File: config.mk
export PLATFORM = sky130hd
export DESIGN_NAME = nsl_nmi_src
export DESIGN_NICKNAME = d
export VERILOG_FILES = /design/src/inc/nsl_pkg.sv /design/src/rtl/nsl_tmo_cnt.sv /design/src/rtl/nsl_rise_det.sv /design/src/rtl/nsl_nmi_src.sv
export SDC_FILE = /design/constraint.sdc
export NUM_CORES = 1
export LEC_CHECK = 0
export BUFFER_PORTS_ARGS = -buffer_cell sky130_fd_sc_hd__buf_2
export CAP_MARGIN = 40
export CORE_UTILIZATION = 60
export CTS_CLUSTER_SIZE = 20
export DETAILED_ROUTE_END_ITERATION = 6
export PLACE_DENSITY = 0.94
export SLEW_MARGIN = 10
export SYNTH_ARGS = -nofsm -noshare
export SYNTH_HDL_FRONTEND = slang
export SYNTH_SLANG_ARGS = --single-unit
File: constraint.sdc
create_clock -name i_clk -period 3.5 [get_ports i_clk]
set_input_delay 0.7 -clock i_clk [delete_from_list [all_inputs] [get_ports i_clk]]
set_output_delay 0.7 -clock i_clk [all_outputs]
set_load 0.02 [all_outputs]
File: src/inc/nsl_pkg.sv
`default_nettype none
package nsl_pkg;

   // i/o addresses of the four 8-bit ports
   localparam logic [15:0] NSL_SYS_CTRL_ADDR  = 16'h0061;
   localparam logic [15:0] NSL_NMI_MASK_ADDR  = 16'h0070;
   localparam logic [15:0] NSL_EXT_CTRL_ADDR  = 16'h0461;
   localparam logic [15:0] NSL_SW_TRIG_ADDR   = 16'h0462;

   // system control port bit positions
   localparam int NSL_SYS_PAR_STS_BIT = 7;
   localparam int NSL_SYS_CHK_STS_BIT = 6;
   localparam int NSL_SYS_CHK_DIS_BIT = 3;
   localparam int NSL_SYS_PAR_DIS_BIT = 2;

   // extended control port bit positions
   localparam int NSL_EXT_FS_STS_BIT  = 7;
   localparam int NSL_EXT_BT_STS_BIT  = 6;
   localparam int NSL_EXT_SW_STS_BIT  = 5;
   localparam int NSL_EXT_BT_DIS_BIT  = 3;
   localparam int NSL_EXT_FS_DIS_BIT  = 2;
   localparam int NSL_EXT_SW_DIS_BIT  = 1;
   localparam int NSL_EXT_BUS_RST_BIT = 0;

   // mask port: high blocks every source
   localparam int NSL_MASK_BIT = 7;

   // index of each source in the pending vector
   localparam int NSL_SRC_PAR = 0;
   localparam int NSL_SRC_CHK = 1;
   localparam int NSL_SRC_FS  = 2;
   localparam int NSL_SRC_BT  = 3;
   localparam int NSL_SRC_SW  = 4;
   localparam int NSL_SRC_NUM = 5;

   // values after reset
   localparam logic [3:0] NSL_SYS_CTRL_RST = 4'h0;
   localparam logic [3:0] NSL_EXT_CTRL_RST = 4'h0;
   localparam logic [7:0] NSL_NMI_MASK_RST = 8'h80;
   localparam logic [4:0] NSL_PEND_RST     = 5'h00;

   // timing, in ns, and derived cycle counts (least times round up)
   localparam int NSL_CLK_PERIOD_NS  = 100;
   localparam int NSL_MASTER_TMO_NS  = 8000;
   localparam int NSL_CMD_TMO_NS     = 32000;
   localparam int NSL_TMO_W          = 9;
   localparam logic [8:0] NSL_MASTER_TMO_CYC = 9'((NSL_MASTER_TMO_NS
      + NSL_CLK_PERIOD_NS - 1) / NSL_CLK_PERIOD_NS);
   localparam logic [8:0] NSL_CMD_TMO_CYC    = 9'((NSL_CMD_TMO_NS
      + NSL_CLK_PERIOD_NS - 1) / NSL_CLK_PERIOD_NS);

   // address match, shared by read and write decode
   function automatic logic nsl_port_hit(input logic [15:0] addr,
                                         input logic [15:0] port);
      nsl_port_hit = (addr == port);
   endfunction

endpackage
`default_nettype wire

File: src/rtl/nsl_tmo_cnt.sv
`timescale 1ns/10ps
`default_nettype none
// counts cycles while i_run holds; o_expired once LIMIT cycles have passed
module nsl_tmo_cnt
   import nsl_pkg::*;
#(
   parameter logic [8:0] LIMIT = 9'h050
)(
   input  wire logic i_clk,
   input  wire logic i_rst_n,
   input  wire logic i_ce,
   input  wire logic i_run,
   output var  logic o_expired
);

   logic [8:0] cnt_reg;   // elapsed cycles, saturating
   logic [8:0] cnt_next;

   // saturate so a stuck condition never wraps back to quiet
   always_comb begin
      cnt_next = cnt_reg;
      if (!i_run) begin
         cnt_next = 9'h000;
      end else if (cnt_reg != LIMIT) begin
         cnt_next = cnt_reg + 9'h001;
      end
   end

   always_ff @(posedge i_clk or negedge i_rst_n) begin
      if (!i_rst_n) begin
         cnt_reg <= 9'h000;
      end else if (i_ce) begin
         cnt_reg <= cnt_next;
      end
   end

   // level: stays high as long as the condition keeps going
   assign o_expired = (cnt_reg == LIMIT);

endmodule
`default_nettype wire

File: src/rtl/nsl_rise_det.sv
`timescale 1ns/10ps
`default_nettype none
// one-cycle pulse on a low-to-high step of i_level
module nsl_rise_det (
   input  wire logic i_clk,
   input  wire logic i_rst_n,
   input  wire logic i_ce,
   input  wire logic i_level,
   output var  logic o_rise
);

   logic prev_reg;   // level seen last enabled cycle
   logic prev_next;

   always_comb begin
      prev_next = i_level;
   end

   // reset to high-free state so a level already high at reset is caught
   always_ff @(posedge i_clk or negedge i_rst_n) begin
      if (!i_rst_n) begin
         prev_reg <= 1'b0;
      end else if (i_ce) begin
         prev_reg <= prev_next;
      end
   end

   assign o_rise = i_level & ~prev_reg;

endmodule
`default_nettype wire

File: src/rtl/nsl_nmi_src.sv
`timescale 1ns/10ps
`default_nettype none
module nsl_nmi_src
   import nsl_pkg::*;
(
   input  wire logic        i_clk,
   input  wire logic        i_rst_n,
   input  wire logic        i_ce,
   input  wire logic [15:0] i_io_addr,
   input  wire logic        i_io_wr,
   input  wire logic        i_io_rd,
   input  wire logic [7:0]  i_io_wdata,
   input  wire logic        i_board_parity_n,
   input  wire logic        i_chan_check_n,
   input  wire logic        i_failsafe_out,
   input  wire logic        i_master_hold,
   input  wire logic        i_master_ack_n,
   input  wire logic        i_cpu_hold,
   input  wire logic        i_cmd_n,
   output var  logic [7:0]  o_io_rdata,
   output var  logic        o_io_ack,
   output var  logic        o_nmi,
   output var  logic        o_expansion_bus_reset_out,
   output var  logic        o_offender_reset_out
);

   // port decode
   logic wr_sys;    // write to system control port
   logic wr_mask;   // write to mask port
   logic wr_ext;    // write to extended control port
   logic wr_swt;    // write to software trigger port
   logic hit;       // any of the four ports addressed

   // software-visible state
   logic [3:0] sys_ctrl_reg;   // disable bits of system port
   logic [3:0] sys_ctrl_next;
   logic [3:0] ext_ctrl_reg;   // disable bits and bus reset bit
   logic [3:0] ext_ctrl_next;
   logic [7:0] mask_reg;       // global nmi mask port
   logic [7:0] mask_next;

   // source latches and timeout hold flags
   logic [4:0] pend_reg;       // one sticky bit per source
   logic [4:0] pend_next;
   logic [4:0] pend_set;
   logic [4:0] pend_clr;
   logic       bt_hold_reg;    // bus reset held by a timeout
   logic       bt_hold_next;
   logic       off_hold_reg;   // offending master reset held
   logic       off_hold_next;

   // outputs, registered
   logic [7:0] rdata_next;
   logic       ack_next;
   logic       nmi_next;
   logic       exp_rst_next;

   // event sources from the helper blocks
   logic fs_rise;       // fail-safe timer stepped high
   logic mt_expired;    // bus master overstayed
   logic cmd_expired;   // command strobe stuck active
   logic mt_run;

   // master timeout runs only for a bus master, never for the cpu
   assign mt_run = i_master_hold & i_master_ack_n & ~i_cpu_hold;

   nsl_rise_det u_fs_edge (
      .i_clk   (i_clk),
      .i_rst_n (i_rst_n),
      .i_ce    (i_ce),
      .i_level (i_failsafe_out),
      .o_rise  (fs_rise)
   );

   nsl_tmo_cnt #(.LIMIT(NSL_MASTER_TMO_CYC)) u_master_tmo (
      .i_clk     (i_clk),
      .i_rst_n   (i_rst_n),
      .i_ce      (i_ce),
      .i_run     (mt_run),
      .o_expired (mt_expired)
   );

   nsl_tmo_cnt #(.LIMIT(NSL_CMD_TMO_CYC)) u_cmd_tmo (
      .i_clk     (i_clk),
      .i_rst_n   (i_rst_n),
      .i_ce      (i_ce),
      .i_run     (~i_cmd_n),
      .o_expired (cmd_expired)
   );

   // address decode of the four ports
   always_comb begin
      wr_sys  = i_io_wr & nsl_port_hit(i_io_addr, NSL_SYS_CTRL_ADDR);
      wr_mask = i_io_wr & nsl_port_hit(i_io_addr, NSL_NMI_MASK_ADDR);
      wr_ext  = i_io_wr & nsl_port_hit(i_io_addr, NSL_EXT_CTRL_ADDR);
      wr_swt  = i_io_wr & nsl_port_hit(i_io_addr, NSL_SW_TRIG_ADDR);
      hit     = nsl_port_hit(i_io_addr, NSL_SYS_CTRL_ADDR)
              | nsl_port_hit(i_io_addr, NSL_NMI_MASK_ADDR)
              | nsl_port_hit(i_io_addr, NSL_EXT_CTRL_ADDR)
              | nsl_port_hit(i_io_addr, NSL_SW_TRIG_ADDR);
   end

   // control ports: plain stores; system and extended ports keep bits 3:0 of the written byte, the mask port the whole byte
   always_comb begin
      sys_ctrl_next = sys_ctrl_reg;
      ext_ctrl_next = ext_ctrl_reg;
      mask_next     = mask_reg;
      if (wr_sys) begin
         sys_ctrl_next = i_io_wdata[3:0];
      end
      if (wr_ext) begin
         ext_ctrl_next = i_io_wdata[3:0];
      end
      if (wr_mask) begin
         mask_next = i_io_wdata;
      end
   end

   // source latches; a source whose disable bit is high cannot set
   always_comb begin
      pend_set = 5'h00;
      pend_clr = 5'h00;
      pend_set[NSL_SRC_PAR] = ~i_board_parity_n
         & ~sys_ctrl_reg[NSL_SYS_PAR_DIS_BIT];
      pend_set[NSL_SRC_CHK] = ~i_chan_check_n
         & ~sys_ctrl_reg[NSL_SYS_CHK_DIS_BIT];
      pend_set[NSL_SRC_FS]  = fs_rise
         & ~ext_ctrl_reg[NSL_EXT_FS_DIS_BIT];
      pend_set[NSL_SRC_BT]  = (mt_expired | cmd_expired)
         & ~ext_ctrl_reg[NSL_EXT_BT_DIS_BIT];
      // any data works; the mask must be open for the trigger to count
      pend_set[NSL_SRC_SW]  = wr_swt & ~mask_reg[NSL_MASK_BIT]
         & ~ext_ctrl_reg[NSL_EXT_SW_DIS_BIT];
      // writing the enable/disable bit high clears the status
      pend_clr[NSL_SRC_PAR] = wr_sys & i_io_wdata[NSL_SYS_PAR_DIS_BIT];
      pend_clr[NSL_SRC_CHK] = wr_sys & i_io_wdata[NSL_SYS_CHK_DIS_BIT];
      pend_clr[NSL_SRC_FS]  = wr_ext & i_io_wdata[NSL_EXT_FS_DIS_BIT];
      pend_clr[NSL_SRC_BT]  = wr_ext & i_io_wdata[NSL_EXT_BT_DIS_BIT];
      pend_clr[NSL_SRC_SW]  = wr_ext & i_io_wdata[NSL_EXT_SW_DIS_BIT];
      // set beats clear so an event landing on the clear is kept;
      // reads never touch the latches
      pend_next = pend_set | (pend_reg & ~pend_clr);
   end

   // timeout hold flags keep the bus in reset until bit3 goes back to 0
   always_comb begin
      bt_hold_next  = bt_hold_reg;
      off_hold_next = off_hold_reg;
      if (wr_ext && !i_io_wdata[NSL_EXT_BT_DIS_BIT]) begin
         bt_hold_next  = 1'b0;
         off_hold_next = 1'b0;
      end
      if (pend_set[NSL_SRC_BT]) begin
         bt_hold_next = 1'b1;
      end
      if (mt_expired && !ext_ctrl_reg[NSL_EXT_BT_DIS_BIT]) begin
         off_hold_next = 1'b1;
      end
   end

   // outputs built from next values so nmi and reset rise together
   // with the latch that causes them, in the same edge
   always_comb begin
      nmi_next     = ~mask_next[NSL_MASK_BIT] & (|pend_next);
      exp_rst_next = ext_ctrl_next[NSL_EXT_BUS_RST_BIT]
                   | bt_hold_next;
   end

   // read mux; status bits first, unmapped and write-only read zero
   always_comb begin
      rdata_next = 8'h00;
      ack_next   = (i_io_rd | i_io_wr) & hit;
      if (i_io_rd) begin
         if (nsl_port_hit(i_io_addr, NSL_SYS_CTRL_ADDR)) begin
            rdata_next[3:0] = sys_ctrl_reg;
            rdata_next[NSL_SYS_PAR_STS_BIT] = pend_reg[NSL_SRC_PAR];
            rdata_next[NSL_SYS_CHK_STS_BIT] = pend_reg[NSL_SRC_CHK];
         end else if (nsl_port_hit(i_io_addr, NSL_NMI_MASK_ADDR)) begin
            rdata_next = mask_reg;
         end else if (nsl_port_hit(i_io_addr, NSL_EXT_CTRL_ADDR)) begin
            rdata_next[3:0] = ext_ctrl_reg;
            rdata_next[NSL_EXT_FS_STS_BIT] = pend_reg[NSL_SRC_FS];
            rdata_next[NSL_EXT_BT_STS_BIT] = pend_reg[NSL_SRC_BT];
            rdata_next[NSL_EXT_SW_STS_BIT] = pend_reg[NSL_SRC_SW];
         end else begin
            rdata_next = 8'h00;
         end
      end
   end

   // single register stage for all state; ce low freezes everything
   always_ff @(posedge i_clk or negedge i_rst_n) begin
      if (!i_rst_n) begin
         sys_ctrl_reg              <= NSL_SYS_CTRL_RST;
         ext_ctrl_reg              <= NSL_EXT_CTRL_RST;
         mask_reg                  <= NSL_NMI_MASK_RST;
         pend_reg                  <= NSL_PEND_RST;
         bt_hold_reg               <= 1'b0;
         off_hold_reg              <= 1'b0;
         o_io_rdata                <= 8'h00;
         o_io_ack                  <= 1'b0;
         o_nmi                     <= 1'b0;
         o_expansion_bus_reset_out <= 1'b0;
         o_offender_reset_out      <= 1'b0;
      end else if (i_ce) begin
         sys_ctrl_reg              <= sys_ctrl_next;
         ext_ctrl_reg              <= ext_ctrl_next;
         mask_reg                  <= mask_next;
         pend_reg                  <= pend_next;
         bt_hold_reg               <= bt_hold_next;
         off_hold_reg              <= off_hold_next;
         o_io_rdata                <= rdata_next;
         o_io_ack                  <= ack_next;
         o_nmi                     <= nmi_next;
         o_expansion_bus_reset_out <= exp_rst_next;
         o_offender_reset_out      <= off_hold_next;
      end
   end

   // helper: enabled run cycles in a row, counted apart from the timer
   // so a broken timer cannot hide behind its own count
   logic [8:0] mt_age_reg;   // consecutive run cycles, saturating
   logic [8:0] mt_age_next;
   always_comb begin
      mt_age_next = 9'h000;
      if (mt_run && !ext_ctrl_reg[NSL_EXT_BT_DIS_BIT]) begin
         mt_age_next = mt_age_reg + {8'h00, mt_age_reg != 9'h1FF};
      end
   end
   always_ff @(posedge i_clk or negedge i_rst_n) begin
      if (!i_rst_n) begin
         mt_age_reg <= 9'h000;
      end else if (i_ce) begin
         mt_age_reg <= mt_age_next;
      end
   end
endmodule
`default_nettype wire

== Word level (Yosys, flattened, before mapping) ==
Cells that the tools add are included.
Widths: inputs -> output; s select.
Cells by class
  add/sub/neg operators: 2
  equal/unequal tests: 9
  muxes and demuxes: 17
  bitwise operators: 40
  reductions and logical operators: 13
Operators by type and width (count)
  $mux 9: 4
  $eq 16x11->1 const B: 2
  $eq 16x7->1 const B: 2
  $mux 8: 3
  $and 1x1->1: 20
  $add 9x1->9 const B: 2
  $reduce_and 2->1: 6
  $not 1->1: 11
  $eq 9x7->1 const B: 1
  $eq 9x9->1 const B: 1
  $ne 9x7->1 const B: 1
  $ne 9x9->1 const B: 1
  $mux 4: 2
  $or 1x1->1: 6
  $and 5x5->5: 1
  $mux 1: 5
  $not 5->5: 1
  $or 5x5->5: 1
  $reduce_or 5->1: 1
  $mux 2: 2
  $reduce_bool 2->1: 2
  $mux 3: 1
  $logic_and 1x1->1: 2
  $logic_not 1->1: 2
  $ne 2x2->1 const B: 1
Word-level totals
  register bits: 53
  input port bits: 36

== Longest topological paths before layout ==
Gate-level depths: netlist of the first run.
  depth in word-level cells: 8
  mapped depth: 6
  gate-level depth less buffers: 6

== Hierarchy ==
Synthesis of the first run repeated with hierarchy kept, for this count alone.
Second synthesis, totals
  cell total of the unflattened synthesis: 297
  area, all modules: 2916.5 sq um
Modules (own cells, without submodules)
  nsl_nmi_src: instances 1, cells each 175, area each 1765.4 sq um
  nsl_tmo_cnt at u_cmd_tmo: instances 1, cells each 59, area each 553.0 sq um
  nsl_tmo_cnt at u_master_tmo: instances 1, cells each 60, area each 551.8 sq um
  nsl_rise_det: instances 1, cells each 3, area each 46.3 sq um

== Worst setup path before layout of the first run ==
No wires, ideal clock.
  kind: input-to-reg
  start point: input i_io_addr[3]
  end point: register o_nmi
  setup time: 0.082 ns
  arrival time: 2.187 ns
  data required time: 3.418 ns
  path slack: 1.231 ns
  cell stages on the path: 5
  buffers on the path: 0
  cells stage by stage: or4b_4 > or4_1 > o21ai_1 > a31oi_1 > a31oi_1
On the way
  cells in the longest elaborated chain, start to end: 8
RTL lines
  start: declaration: line nsl_nmi_src.sv:9  | input wire logic [15:0] i_io_addr,
  $eq 16x7->1 or $eq 16x11->1 (tied branches): line nsl_pkg.sv:55  | nsl_port_hit = (addr == port);
  $and 1x1->1 (on tied branches): line nsl_nmi_src.sv:93, nsl_nmi_src.sv:95
  $and 1x1->1 (on tied branches)
  $not 5->5: line nsl_nmi_src.sv:142  | pend_next = pend_set | (pend_reg & ~pend_clr);
  $and 5x5->5: line nsl_nmi_src.sv:142
  $or 5x5->5: line nsl_nmi_src.sv:142
  $reduce_or 5->1: line nsl_nmi_src.sv:164  | nmi_next = ~mask_next[NSL_MASK_BIT] & (|pend_next);
  $and 1x1->1 *: line nsl_nmi_src.sv:164
  end signal: assignment: line nsl_nmi_src.sv:214  | o_nmi <= nmi_next;
  end: declaration: line nsl_nmi_src.sv:22  | output var logic o_nmi,
Mark *: on every way between the ends. The rest lies on a longest branch, timed or not.
A chain may end at the register's enable or synchronous reset.

== Worst setup path after layout of the first run ==
  start point: input i_io_addr[3]
  end point: register pend_reg[2]
On the way
  cells in the longest elaborated chain, start to end: 6
RTL lines
  $eq 16x11->1: line nsl_pkg.sv:55
  $and 1x1->1: line nsl_nmi_src.sv:95  | wr_ext = i_io_wr & nsl_port_hit(i_io_addr, NSL_EXT_CTRL_ADDR);
  $and 1x1->1: line nsl_nmi_src.sv:137  | pend_clr[NSL_SRC_FS] = wr_ext & i_io_wdata[NSL_EXT_FS_DIS_BIT];
  $not 5->5: line nsl_nmi_src.sv:142
  $and 5x5->5: line nsl_nmi_src.sv:142
  $or 5x5->5: line nsl_nmi_src.sv:142
  end signal: assignment: line nsl_nmi_src.sv:209  | pend_reg <= pend_next;
  end: declaration: line nsl_nmi_src.sv:43  | logic [4:0] pend_reg;
No other way between the ends.

==> key figures, run 1 <==
Final layout
  • Fraction of layout cells with a size suffix above 1: about a quarter
  • Layout Nets: about 370
  • Synthesis-to-layout area growth: 13.5%
  • Layout filler cell count: between 300 and 400
  • Ant diodes: 0
  • Finished Layout Cells: 385

Drt
  • DRC viols: 0
  • Drt total wl: 6.55 mm
  • DR vias: 2,484
  • WL/cell: about 17 um
  • Pre-antenna DRT Iters: 7
  • Vias per Instance: about 6.5
  • Starting DRC count in detailed routing: ~250
  • ANT nets after route: 0

Clock tree
  • Clock slew at reported path FFs: around 100 ps
  • Clock Root Buffer: clkbuf_8
  • TritonCTS Buffers: 5
  • Clock sinks: 53
  • CTS max path bufs: 2
  • Post-CTS Setup Inserts: 0
  • CTS HTree Levels: 2
  • # resized after CTS: 0
  • Post-CTS Hold Fix Bufs: 0
  • CTS tree: built
  • Clock Latency Late Sink: roughly 320 ps

Place
  • Gp weighted congestion: slightly above 0.9
  • Post-DP HPWL: roughly 4.9 mm
  • Pre-CTS setup slack: ~970 ps
  • Dpl cells: around 380
  • PortBufs: 47

Flow run
  • Max-Cap Viols: 0

Power
  • Peak supply drop: 0.272 mV
  • Logic pwr share: between 10% and 20%
  • Clk network pwr share: 32.6%
  • Psw: between 200 and 300 uW
  • Tot Pwr: 1120 uW
  • Leakage: 0.00149 uW
  • Switch share: roughly a quarter
  • Sequential Power Share: a little under three fifths
  • Power Density: between 300 and 400 nW/um^2
  • Int Pwr: 830 uW

STA
  • Final setup viols: 0
  • Max Clk Rate: 452 MHz
  • Worst Tran Pin Value: approximately 620 ps
  • Endpoints failing hold: 0
  • Final WS setup: roughly 1300 ps
  • Fin. max-slew vios: 0
  • Relative slew slack: roughly 58%
  • Fin crit share: between 60% and 70%
  • TNS Setup: 0 ps
  • WHS: a little under 200 ps
  • Fin Clk Skew: 9.32 ps
  • RSZ-0062 raised after global routing: no
  • Fin crit period: 2210 ps

Yosys
  • Cell taking the most area after synthesis: dfrtp_1
  • Post-Syn Instances: 286
  • Cell variety after synth: between 50 and 60
  • Synthesized area per cell: 9.96 um^2
  • Synth Flop Type: dfrtp_1
  • Seq cells post-synth: 53
  • Register area share after synthesis: a little under half
  • Commonest cells post-synth: dfrtp_1 (52), o21ai_0 (32), nand2_1 (29)
  • Async set-reset flop share out of synthesis: 100%
  • Top cells by area, synth: dfrtp_1 (46%), o21ai_0 (5.6%), mux2_2 (4.7%), a22o_1 (4.0%), nand2_1 (3.8%)
  • Mapped Area: 2850 um^2
  • Mapped Nets: roughly 330
  • Number of synthesized flops with an enable pin: 0
  • Synth warnings: 0
  • Synth top area share: roughly 46%
  • Top-count cell post-synth: dfrtp_1

Die
  • Core Area: approximately 4400 um^2
  • Die area: between 5000 and 6000 um^2
  • Height of the die: 70.9 um
  • Rows: 24
  • Die Wd: 70.9 um
  • IO Count: between 40 and 50
  • Initial Util: between 60% and 70%

Setup path
  • Critical path startpoint category: primary input
  • Arr. time, crit path: approximately 2400 ps
  • CP Max Fanout: 7
  • Worst Path Required: ~3700 ps
  • Setup CP Type: in -> reg
  • R2R Setup Slk: around 1300 ps
  • Crit. End Element: flip-flop

Global routing
  • Largest net degree at the start of global routing: 39
  • First-pass GRT wire length: about 11 mm
  • Gr usage total: between 20% and 30%
  • GR Overflow Total: 0
  • Initial antenna violation count: 0
  • Vias in the first global route: 2,388

Run status
  • Outcome: completed

Worst hold path
  • Worst min-delay path class: in -> async
==> routing by layer <==
metal  up-vias  part of all wire, %  track usage [%]
met2       120                   50             48.4
li1       1149                    -                -
met4         0                  1.9             9.56
met3        14                  6.9             6.27
met1      1201                   41             38.0
met5         -                    0                0
==> worst paths after layout <==
kind                       depth (start not counted)                    start                   endpoint
max                                                6             i_io_addr[3]                pend_reg[2]
min                                                1                  i_rst_n              o_io_rdata[1]
max reg2reg                                        5  u_master_tmo.cnt_reg[3]  o_expansion_bus_reset_out
min reg2reg                                        2                 o_io_ack                   o_io_ack
max in group asynchronous                          3                  i_rst_n  o_expansion_bus_reset_out
min in group i_clk                                 2                 o_io_ack                   o_io_ack
==> cells by family after synthesis <==
family | synth area share (%)
AO/OA/AOI/OAI | 18.0
XOR/XNOR | 1.54
adder cells (fa/ha/maj) | 1.76
buffers and inverters | 3.73
flip-flops | 46.6
multiplexers | 5.10
AND/OR/NAND/NOR | 23.2
==> critical path, stage by stage <==
cell and delay (ps):
buf_2 100, or4b_4 610, nor3_4 350, and3_1 310
nand2_1 110, a22o_1 230
==> stage by stage <==
stage          utilization (%)  cell area (um^2)
5_1_grt                   72.7              3230
2_1_floorplan                -              2850
6_report                  72.7              3230
3_5_place_dp              70.6              3140
4_1_cts                   72.7              3230
3_3_place_gp              70.1              3120
==> power groups by stage <==
stage | clock network [uW] | logic (uW) | registers [uW]
floorplan | 0 | 54.3 | 650
global placement | 0 | 108 | 647
detailed placement | 0 | 115 | 648
CTS | 371 | 116 | 636
global route | 396 | 129 | 638
finish | 364 | 116 | 636
==> layout by cell type (no fill, tap or decap), types with 8 or more instances in the layout <==
cell type	count
a22o_1	13
mux2_2	12
inv_1	16
nand2_1	29
nor2_1	12
dfrtp_1	52
o21ai_0	32
buf_2	47
nand3_1	10
a21oi_1	8
==> area by class of cell <==
class	count	area [um^2]	share of cell area, %
Multi-Input combinational cell	206	1410	43.7
Sequential cell	53	1330	41.1
Timing Repair Buffer	50	270	8.36
Clock buffer	6	82.6	2.55
Tap cell	52	65.1	2.01
Inverter	16	60.1	1.86
Clock inverter	2	13.8	0.426
Power figures use the tool's default switching activity.
==> run 2, diff against run 1 <==
--- a/config.mk
+++ b/config.mk
@@ -7,10 +7,10 @@
 export LEC_CHECK = 0
 export BUFFER_PORTS_ARGS = -buffer_cell sky130_fd_sc_hd__buf_2
 export CAP_MARGIN = 40
-export CORE_UTILIZATION = 60
+export CORE_UTILIZATION = 56
 export CTS_CLUSTER_SIZE = 20
 export DETAILED_ROUTE_END_ITERATION = 6
-export PLACE_DENSITY = 0.94
+export PLACE_DENSITY = 0.89
 export SLEW_MARGIN = 10
 export SYNTH_ARGS = -nofsm -noshare
 export SYNTH_HDL_FRONTEND = slang
==> constraint.sdc (replaced) <==
create_clock -name i_clk -period 2.25 [get_ports i_clk]
set_input_delay 0.45 -clock i_clk [delete_from_list [all_inputs] [get_ports i_clk]]
set_output_delay 0.45 -clock i_clk [all_outputs]
set_load 0.02 [all_outputs]
==> key figures, run 2 (synthesized netlist as in run 1, its figures left out) <==
Die
  • Die area: 5370 um^2 (+6.9%)
  • Height of the die: 73.3 um (+3.4%)
  • IO Count: 48 (unchanged)
  • Die Wd: 73.3 um (+3.4%)
  • Core Area: 4820 um^2 (+8.4%)
  • Initial Util: 59.1% (-5.0 points)
  • Rows: 25 (+4.2%)

STA
  • Final WS setup: 88.3 ps (-1200 ps)
  • Fin crit period: 2160 ps
  • Fin crit share: between 90% and 100%
  • TNS Setup: 0 ps (unchanged)
  • WHS: 78.6 ps (-115 ps)
  • Endpoints failing hold: 0 (unchanged)
  • Relative slew slack: 63.2% (+4.9 points)
  • Final setup viols: 0 (unchanged)
  • Worst Tran Pin Value: 547 ps (-72.0 ps)
  • Fin. max-slew vios: 0 (unchanged)
  • Fin Clk Skew: 4.86 ps (-4.46 ps)
  • Max Clk Rate: 463 MHz
  • RSZ-0062 raised after global routing: no

Global routing
  • Gr usage total: 28.2% (-0.79 points)
  • GR Overflow Total: 0 (unchanged)
  • Layer carrying the most global-route usage: met2
  • Vias in the first global route: 2,479 (+3.8%)
  • Grt met2 use: 49.2% (+0.78 points)
  • First-pass GRT wire length: 11.6 mm (+1.6%)
  • Routing usage on met3: 4.80% (-1.5 points)
  • GR Util met1: 36.3% (-1.7 points)
  • Largest net degree at the start of global routing: 31 (-21%)
  • Initial antenna violation count: 0 (unchanged)

Final layout
  • Synthesis-to-layout area growth: 17.0%
  • Final Cell Area: 3330 um^2 (+3.0%)
  • Most common cell after layout, fill and taps aside: dfrtp_1
  • Most frequent cells in the layout: dfrtp_1 (52), buf_2 (47), o21ai_0 (32)
  • Fraction of layout cells with a size suffix above 1: 27.8% (+2.0 points)
  • Ant diodes: 0 (unchanged)
  • Utilization after layout: 69.1% (-3.6 points)
  • Layout Nets: 381 (+2.4%)
  • Layout filler cell count: 389 (+16%)

Place
  • Post-DP Area: 3210 um^2 (+2.4%)
  • Post-DP HPWL: 4.92 mm (+1.2%)
  • Gp weighted congestion: 0.898 (-3.0%)
  • PortBufs: 47 (unchanged)
  • Pre-CTS setup slack: -10.7 ps (-976 ps)

Clock tree
  • TritonCTS Buffers: 5 (unchanged)
  • Post-CTS Setup Inserts: 0 (unchanged)
  • Clock Root Buffer: clkbuf_8
  • Clock Latency Late Sink: 300 ps (-20 ps)
  • CTS tree: built
  • # resized after CTS: 0 (unchanged)
  • CTS HTree Levels: 2 (unchanged)
  • Post-CTS Hold Fix Bufs: 0 (unchanged)
  • CTS max path bufs: 2 (unchanged)
  • Clock sinks: 53 (unchanged)
  • Clock slew at reported path FFs: 90 ps (about the same)

Power
  • Logic pwr share: 9.9% (-0.5 points)
  • Sequential Power Share: 53.7% (-3.3 points)
  • Psw: 438 uW (+53%)
  • Peak supply drop: 0.397 mV (+46%)
  • Clk network pwr share: 36.4% (+3.8 points)
  • Switch share: 23.7% (-1.9 points)
  • Leakage: 0.00154 uW (+3.3%)
  • Power Density: 553 nW/um^2 (+60%)
  • Int Pwr: 1410 uW (+69%)

Drt
  • WL/cell: 16.2 um (-4.7%)
  • DR vias: 2,513 (+1.2%)
  • Vias per Instance: 6.14 (-4.8%)
  • Drt total wl: 6.63 mm (+1.2%)
  • Starting DRC count in detailed routing: 220 (-13%)
  • DRC viols: 0 (unchanged)
  • ANT nets after route: 0 (unchanged)
  • Pre-antenna DRT Iters: 4 (-3)

Setup path
  • CP max-delay cell: or4b_4
  • Cells along the critical path: or4b_1 -> or4b_4 -> a21oi_2 -> a21oi_1 -> a31oi_1
  • Critical path startpoint category: flip-flop
  • Arr. time, crit path: 2380 ps (-50 ps)
  • Crit path buf inv count: 0 (-1)
  • Kind of cell adding the most delay to the critical path: simple AND/OR/NAND/NOR gates
  • Crit. End Element: flip-flop
  • R2r startpoint: u_master_tmo.cnt_reg[3]
  • Worst Path Required: 2470 ps (-1250 ps)
  • CP Max Fanout: 6 (-1)
  • Critical Path Source: u_master_tmo.cnt_reg[3]
  • Slowest cell delay on critical path: 570 ps (-40 ps)
  • Setup CP Type: reg -> reg

Flow run
  • Max-Cap Viols: 0 (unchanged)

Worst hold path
  • Worst min-delay path class: in -> async

Run status
  • Outcome: completed
-- run 2: metrics by stage --
stage          total power (uW)  std cells
6_report                   1840        409
3_3_place_gp               1180        401
4_1_cts                    1850        409
2_1_floorplan              1100        286
3_5_place_dp               1190        401
5_1_grt                    1920        409
-- run 2: worst register-to-register path, delay by kind of cell, from the launching register on --
kind,cells,cell delay [ps]
AO/OA/AOI/OAI,3,520
AND/OR/NAND/NOR,2,1110
flip-flops,1,450
-- run 2: worst paths after layout --
path,end,slack (ps),depth (start not counted)
min reg2reg,o_io_rdata[4],490,1
max reg2reg,o_expansion_bus_reset_out,90,5
min,mask_reg[1],80,1
max in group asynchronous,o_expansion_bus_reset_out,1550,2
min in group i_clk,u_fs_edge.prev_reg,390,2
max,o_expansion_bus_reset_out,90,5
-- run 2: power groups by stage --
stage                     clock (uW)  combinational (uW)  sequential [uW]
after floorplan                    0                84.4             1010
after global placement             0                 176             1010
after detailed placement           0                 183             1010
after CTS                        674                 183              989
after global routing             719                 205              993
final                            671                 183              989
-- run 2: per-layer routing --
layer	share of wire, %	wire length [um]	vias up
met4	1.3	85	0
met2	52	3450	100
li1	-	-	1161
met1	41	2730	1239
met5	0	0	-
met3	5.5	365	13
-- run 2: layout make-up --
cell class	instances	area [um^2]	area share (%)
inverters	16	60.1	1.80
clock inverters	2	37.5	1.13
clock buffers	6	82.6	2.48
well taps	67	83.8	2.52
multi-input cells	206	1410	42.4
flip-flops and latches	53	1330	39.9
repair buffers	59	325	9.77
==> run 3, diff against run 2 <==
--- a/config.mk
+++ b/config.mk
@@ -11,6 +11,7 @@
 export CTS_CLUSTER_SIZE = 20
 export DETAILED_ROUTE_END_ITERATION = 6
 export PLACE_DENSITY = 0.89
+export REMOVE_ABC_BUFFERS = 1
 export SLEW_MARGIN = 10
 export SYNTH_ARGS = -nofsm -noshare
 export SYNTH_HDL_FRONTEND = slang
==> key figures, run 3 (synthesized netlist as in run 1, its figures left out) <==
Power
  • Leakage: 0.00153 uW (-0.42%)
  • Switch share: 27.0% (+3.3 points)
  • Tot Pwr: 1740 uW (-5.6%)
  • Peak supply drop: 0.363 mV (-8.6%)
  • Int Pwr: 1270 uW (-9.7%)
  • Logic pwr share: 10.7% (+0.8 points)
  • Power Density: 524 nW/um^2 (-5.3%)
  • Sequential Power Share: 57.0% (+3.3 points)
  • Clk network pwr share: 32.3% (-4.1 points)
  • Psw: 469 uW (+7.3%)

Die
  • IO Count: 48 (unchanged)
  • Core Area: 4820 um^2 (unchanged)
  • Die Wd: 73.3 um (unchanged)
  • Die area: 5370 um^2 (unchanged)
  • Rows: 25 (unchanged)
  • Height of the die: 73.3 um (unchanged)
  • Initial Util: 59.1% (unchanged)

STA
  • Fin crit period: 2130 ps (-35.5 ps)
  • Endpoints failing hold: 0 (unchanged)
  • Fin Clk Skew: 4.39 ps (-0.472 ps)
  • RSZ-0062 raised after global routing: no
  • Fin crit share: 94.5% (-1.6 points)
  • Relative slew slack: 63.8% (+0.65 points)
  • Worst Tran Pin Value: 537 ps (-9.60 ps)
  • Max Clk Rate: 470 MHz (+1.7%)
  • Fin. max-slew vios: 0 (unchanged)
  • TNS Setup: 0 ps (unchanged)
  • Final setup viols: 0 (unchanged)

Final layout
  • Layout filler cell count: 379 (-2.6%)
  • Ant diodes: 0 (unchanged)
  • Most frequent cells in the layout: dfrtp_1 (52), buf_2 (47), o21ai_0 (32)
  • Synthesis-to-layout area growth: 16.6%
  • Fraction of layout cells with a size suffix above 1: 28.0% (+0.21 points)
  • Utilization after layout: 68.9% (-0.23 points)
  • Layout Nets: 382 (+0.26%)
  • Finished Layout Cells: 410 (+0.24%)
  • Most common cell after layout, fill and taps aside: dfrtp_1

Clock tree
  • CTS max path bufs: 2 (unchanged)
  • Clock Latency Late Sink: 310 ps (about the same)
  • TritonCTS Buffers: 5 (unchanged)
  • CTS tree: built
  • CTS HTree Levels: 2 (unchanged)
  • Post-CTS Hold Fix Bufs: 0 (unchanged)
  • Clock sinks: 53 (unchanged)
  • Clock slew at reported path FFs: 100 ps (about the same)
  • Clock Root Buffer: clkbuf_8

Run status
  • Outcome: completed

Global routing
  • Vias in the first global route: 2,495 (+0.65%)
  • First-pass GRT wire length: 11.4 mm (-1.3%)
  • Gr usage total: 27.9% (-0.28 points)
  • GR Overflow Total: 0 (unchanged)
  • Initial antenna violation count: 0 (unchanged)
  • Largest net degree at the start of global routing: 35 (+13%)

Drt
  • WL/cell: 16.4 um (+1.2%)
  • Starting DRC count in detailed routing: 162 (-26%)
  • ANT nets after route: 0 (unchanged)
  • Drt total wl: 6.73 mm (+1.4%)
  • DRC viols: 0 (unchanged)
  • Pre-antenna DRT Iters: 4 (unchanged)
  • DR vias: 2,460 (-2.1%)
  • Vias per Instance: 6.00 (-2.3%)

Setup path
  • Critical path startpoint category: flip-flop
  • Critical Path Source: u_master_tmo.cnt_reg[3]
  • R2r startpoint: u_master_tmo.cnt_reg[3]
  • Arr. time, crit path: 2330 ps (-50 ps)
  • Setup CP Type: reg -> reg
  • Worst Path Required: 2460 ps (about the same)
  • CP Max Fanout: 6 (unchanged)
  • Crit. End Element: flip-flop

Place
  • PortBufs: 47 (unchanged)
  • Gp weighted congestion: 0.880 (-2.0%)
  • Post-DP HPWL: 4.98 mm (+1.3%)
  • Dpl cells: 402 (+0.25%)

Flow run
  • Max-Cap Viols: 0 (unchanged)

Worst hold path
  • Worst min-delay path class: in -> async
==> run 3: cell count changes in the layout (fill, tap and decap cells not counted) <==
cell / delta
a21oi_2: -1
clkbuf_8: -1
clkinv_4: +1
inv_6: +1
buf_4: +1
bufinv_16: -1
a21oi_4: +1
==> run 3: worst paths after layout <==
kind / end / slack (ps) / cells after the start
min in group i_clk: mask_reg[4] / 370 / 2
worst min register to register: o_io_ack / 500 / 2
worst max register to register: u_master_tmo.cnt_reg[0] / 120 / 4
max in group asynchronous: u_master_tmo.cnt_reg[0] / 1560 / 2
worst max-delay path: u_master_tmo.cnt_reg[0] / 120 / 4
worst min-delay path: o_io_rdata[1] / 80 / 1
==> run 3: per-layer routing <==
metal	up-vias	part of all wire, %	GRT usage (%)
met5	-	0	0
li1	1168	-	-
met2	102	49	47.1
met4	0	2.6	12.4
met1	1171	42	34.5
met3	19	6.1	6.17
==> run 3: timing repair <==
action	4_1_cts	5_1_grt
resized for setup	0	1
setup endpoints to repair	0	1
buffers inserted	0	0
==> run 3: critical path: stages, from the launching register on <==
cell and delay, ps:
dfrtp_1 440, or4b_1 540, or4b_4 590, and3_4 210, mux2_2 250
==> run 3: power groups by stage <==
| stage | Combinational, uW | Sequential (uW) | Clock [uW] |
|---|---|---|---|
| after floorplan | 66.2 | 1010 | 0 |
| after global placement | 176 | 1010 | 0 |
| after detailed placement | 185 | 1010 | 0 |
| after CTS | 186 | 990 | 568 |
| after global routing | 207 | 994 | 608 |
| final | 186 | 991 | 562 |
==> run 3: layout make-up <==
| class | count | area (um^2) | share of cell area [%] |
|---|---|---|---|
| repair buffers | 60 | 333 | 10.0 |
| flip-flops and latches | 53 | 1330 | 40.0 |
| clock buffers | 5 | 68.8 | 2.07 |
| well taps | 67 | 83.8 | 2.53 |
| multi-input cells | 206 | 1420 | 42.8 |
| clock inverters | 3 | 25.0 | 0.754 |
| inverters | 16 | 60.1 | 1.81 |
==> run 3: per-stage QoR <==
step / setup WS [ps] / hold slack [ps] / area [um^2]
6_report: 124 / 75.8 / 3320
5_1_grt: 42.9 / 92.9 / 3320
4_1_cts: 89.9 / 83.3 / 3310
3_5_place_dp: 21.0 / 426 / 3220
3_3_place_gp: 62.6 / 415 / 3220
2_1_floorplan: 231 / 154 / 2800
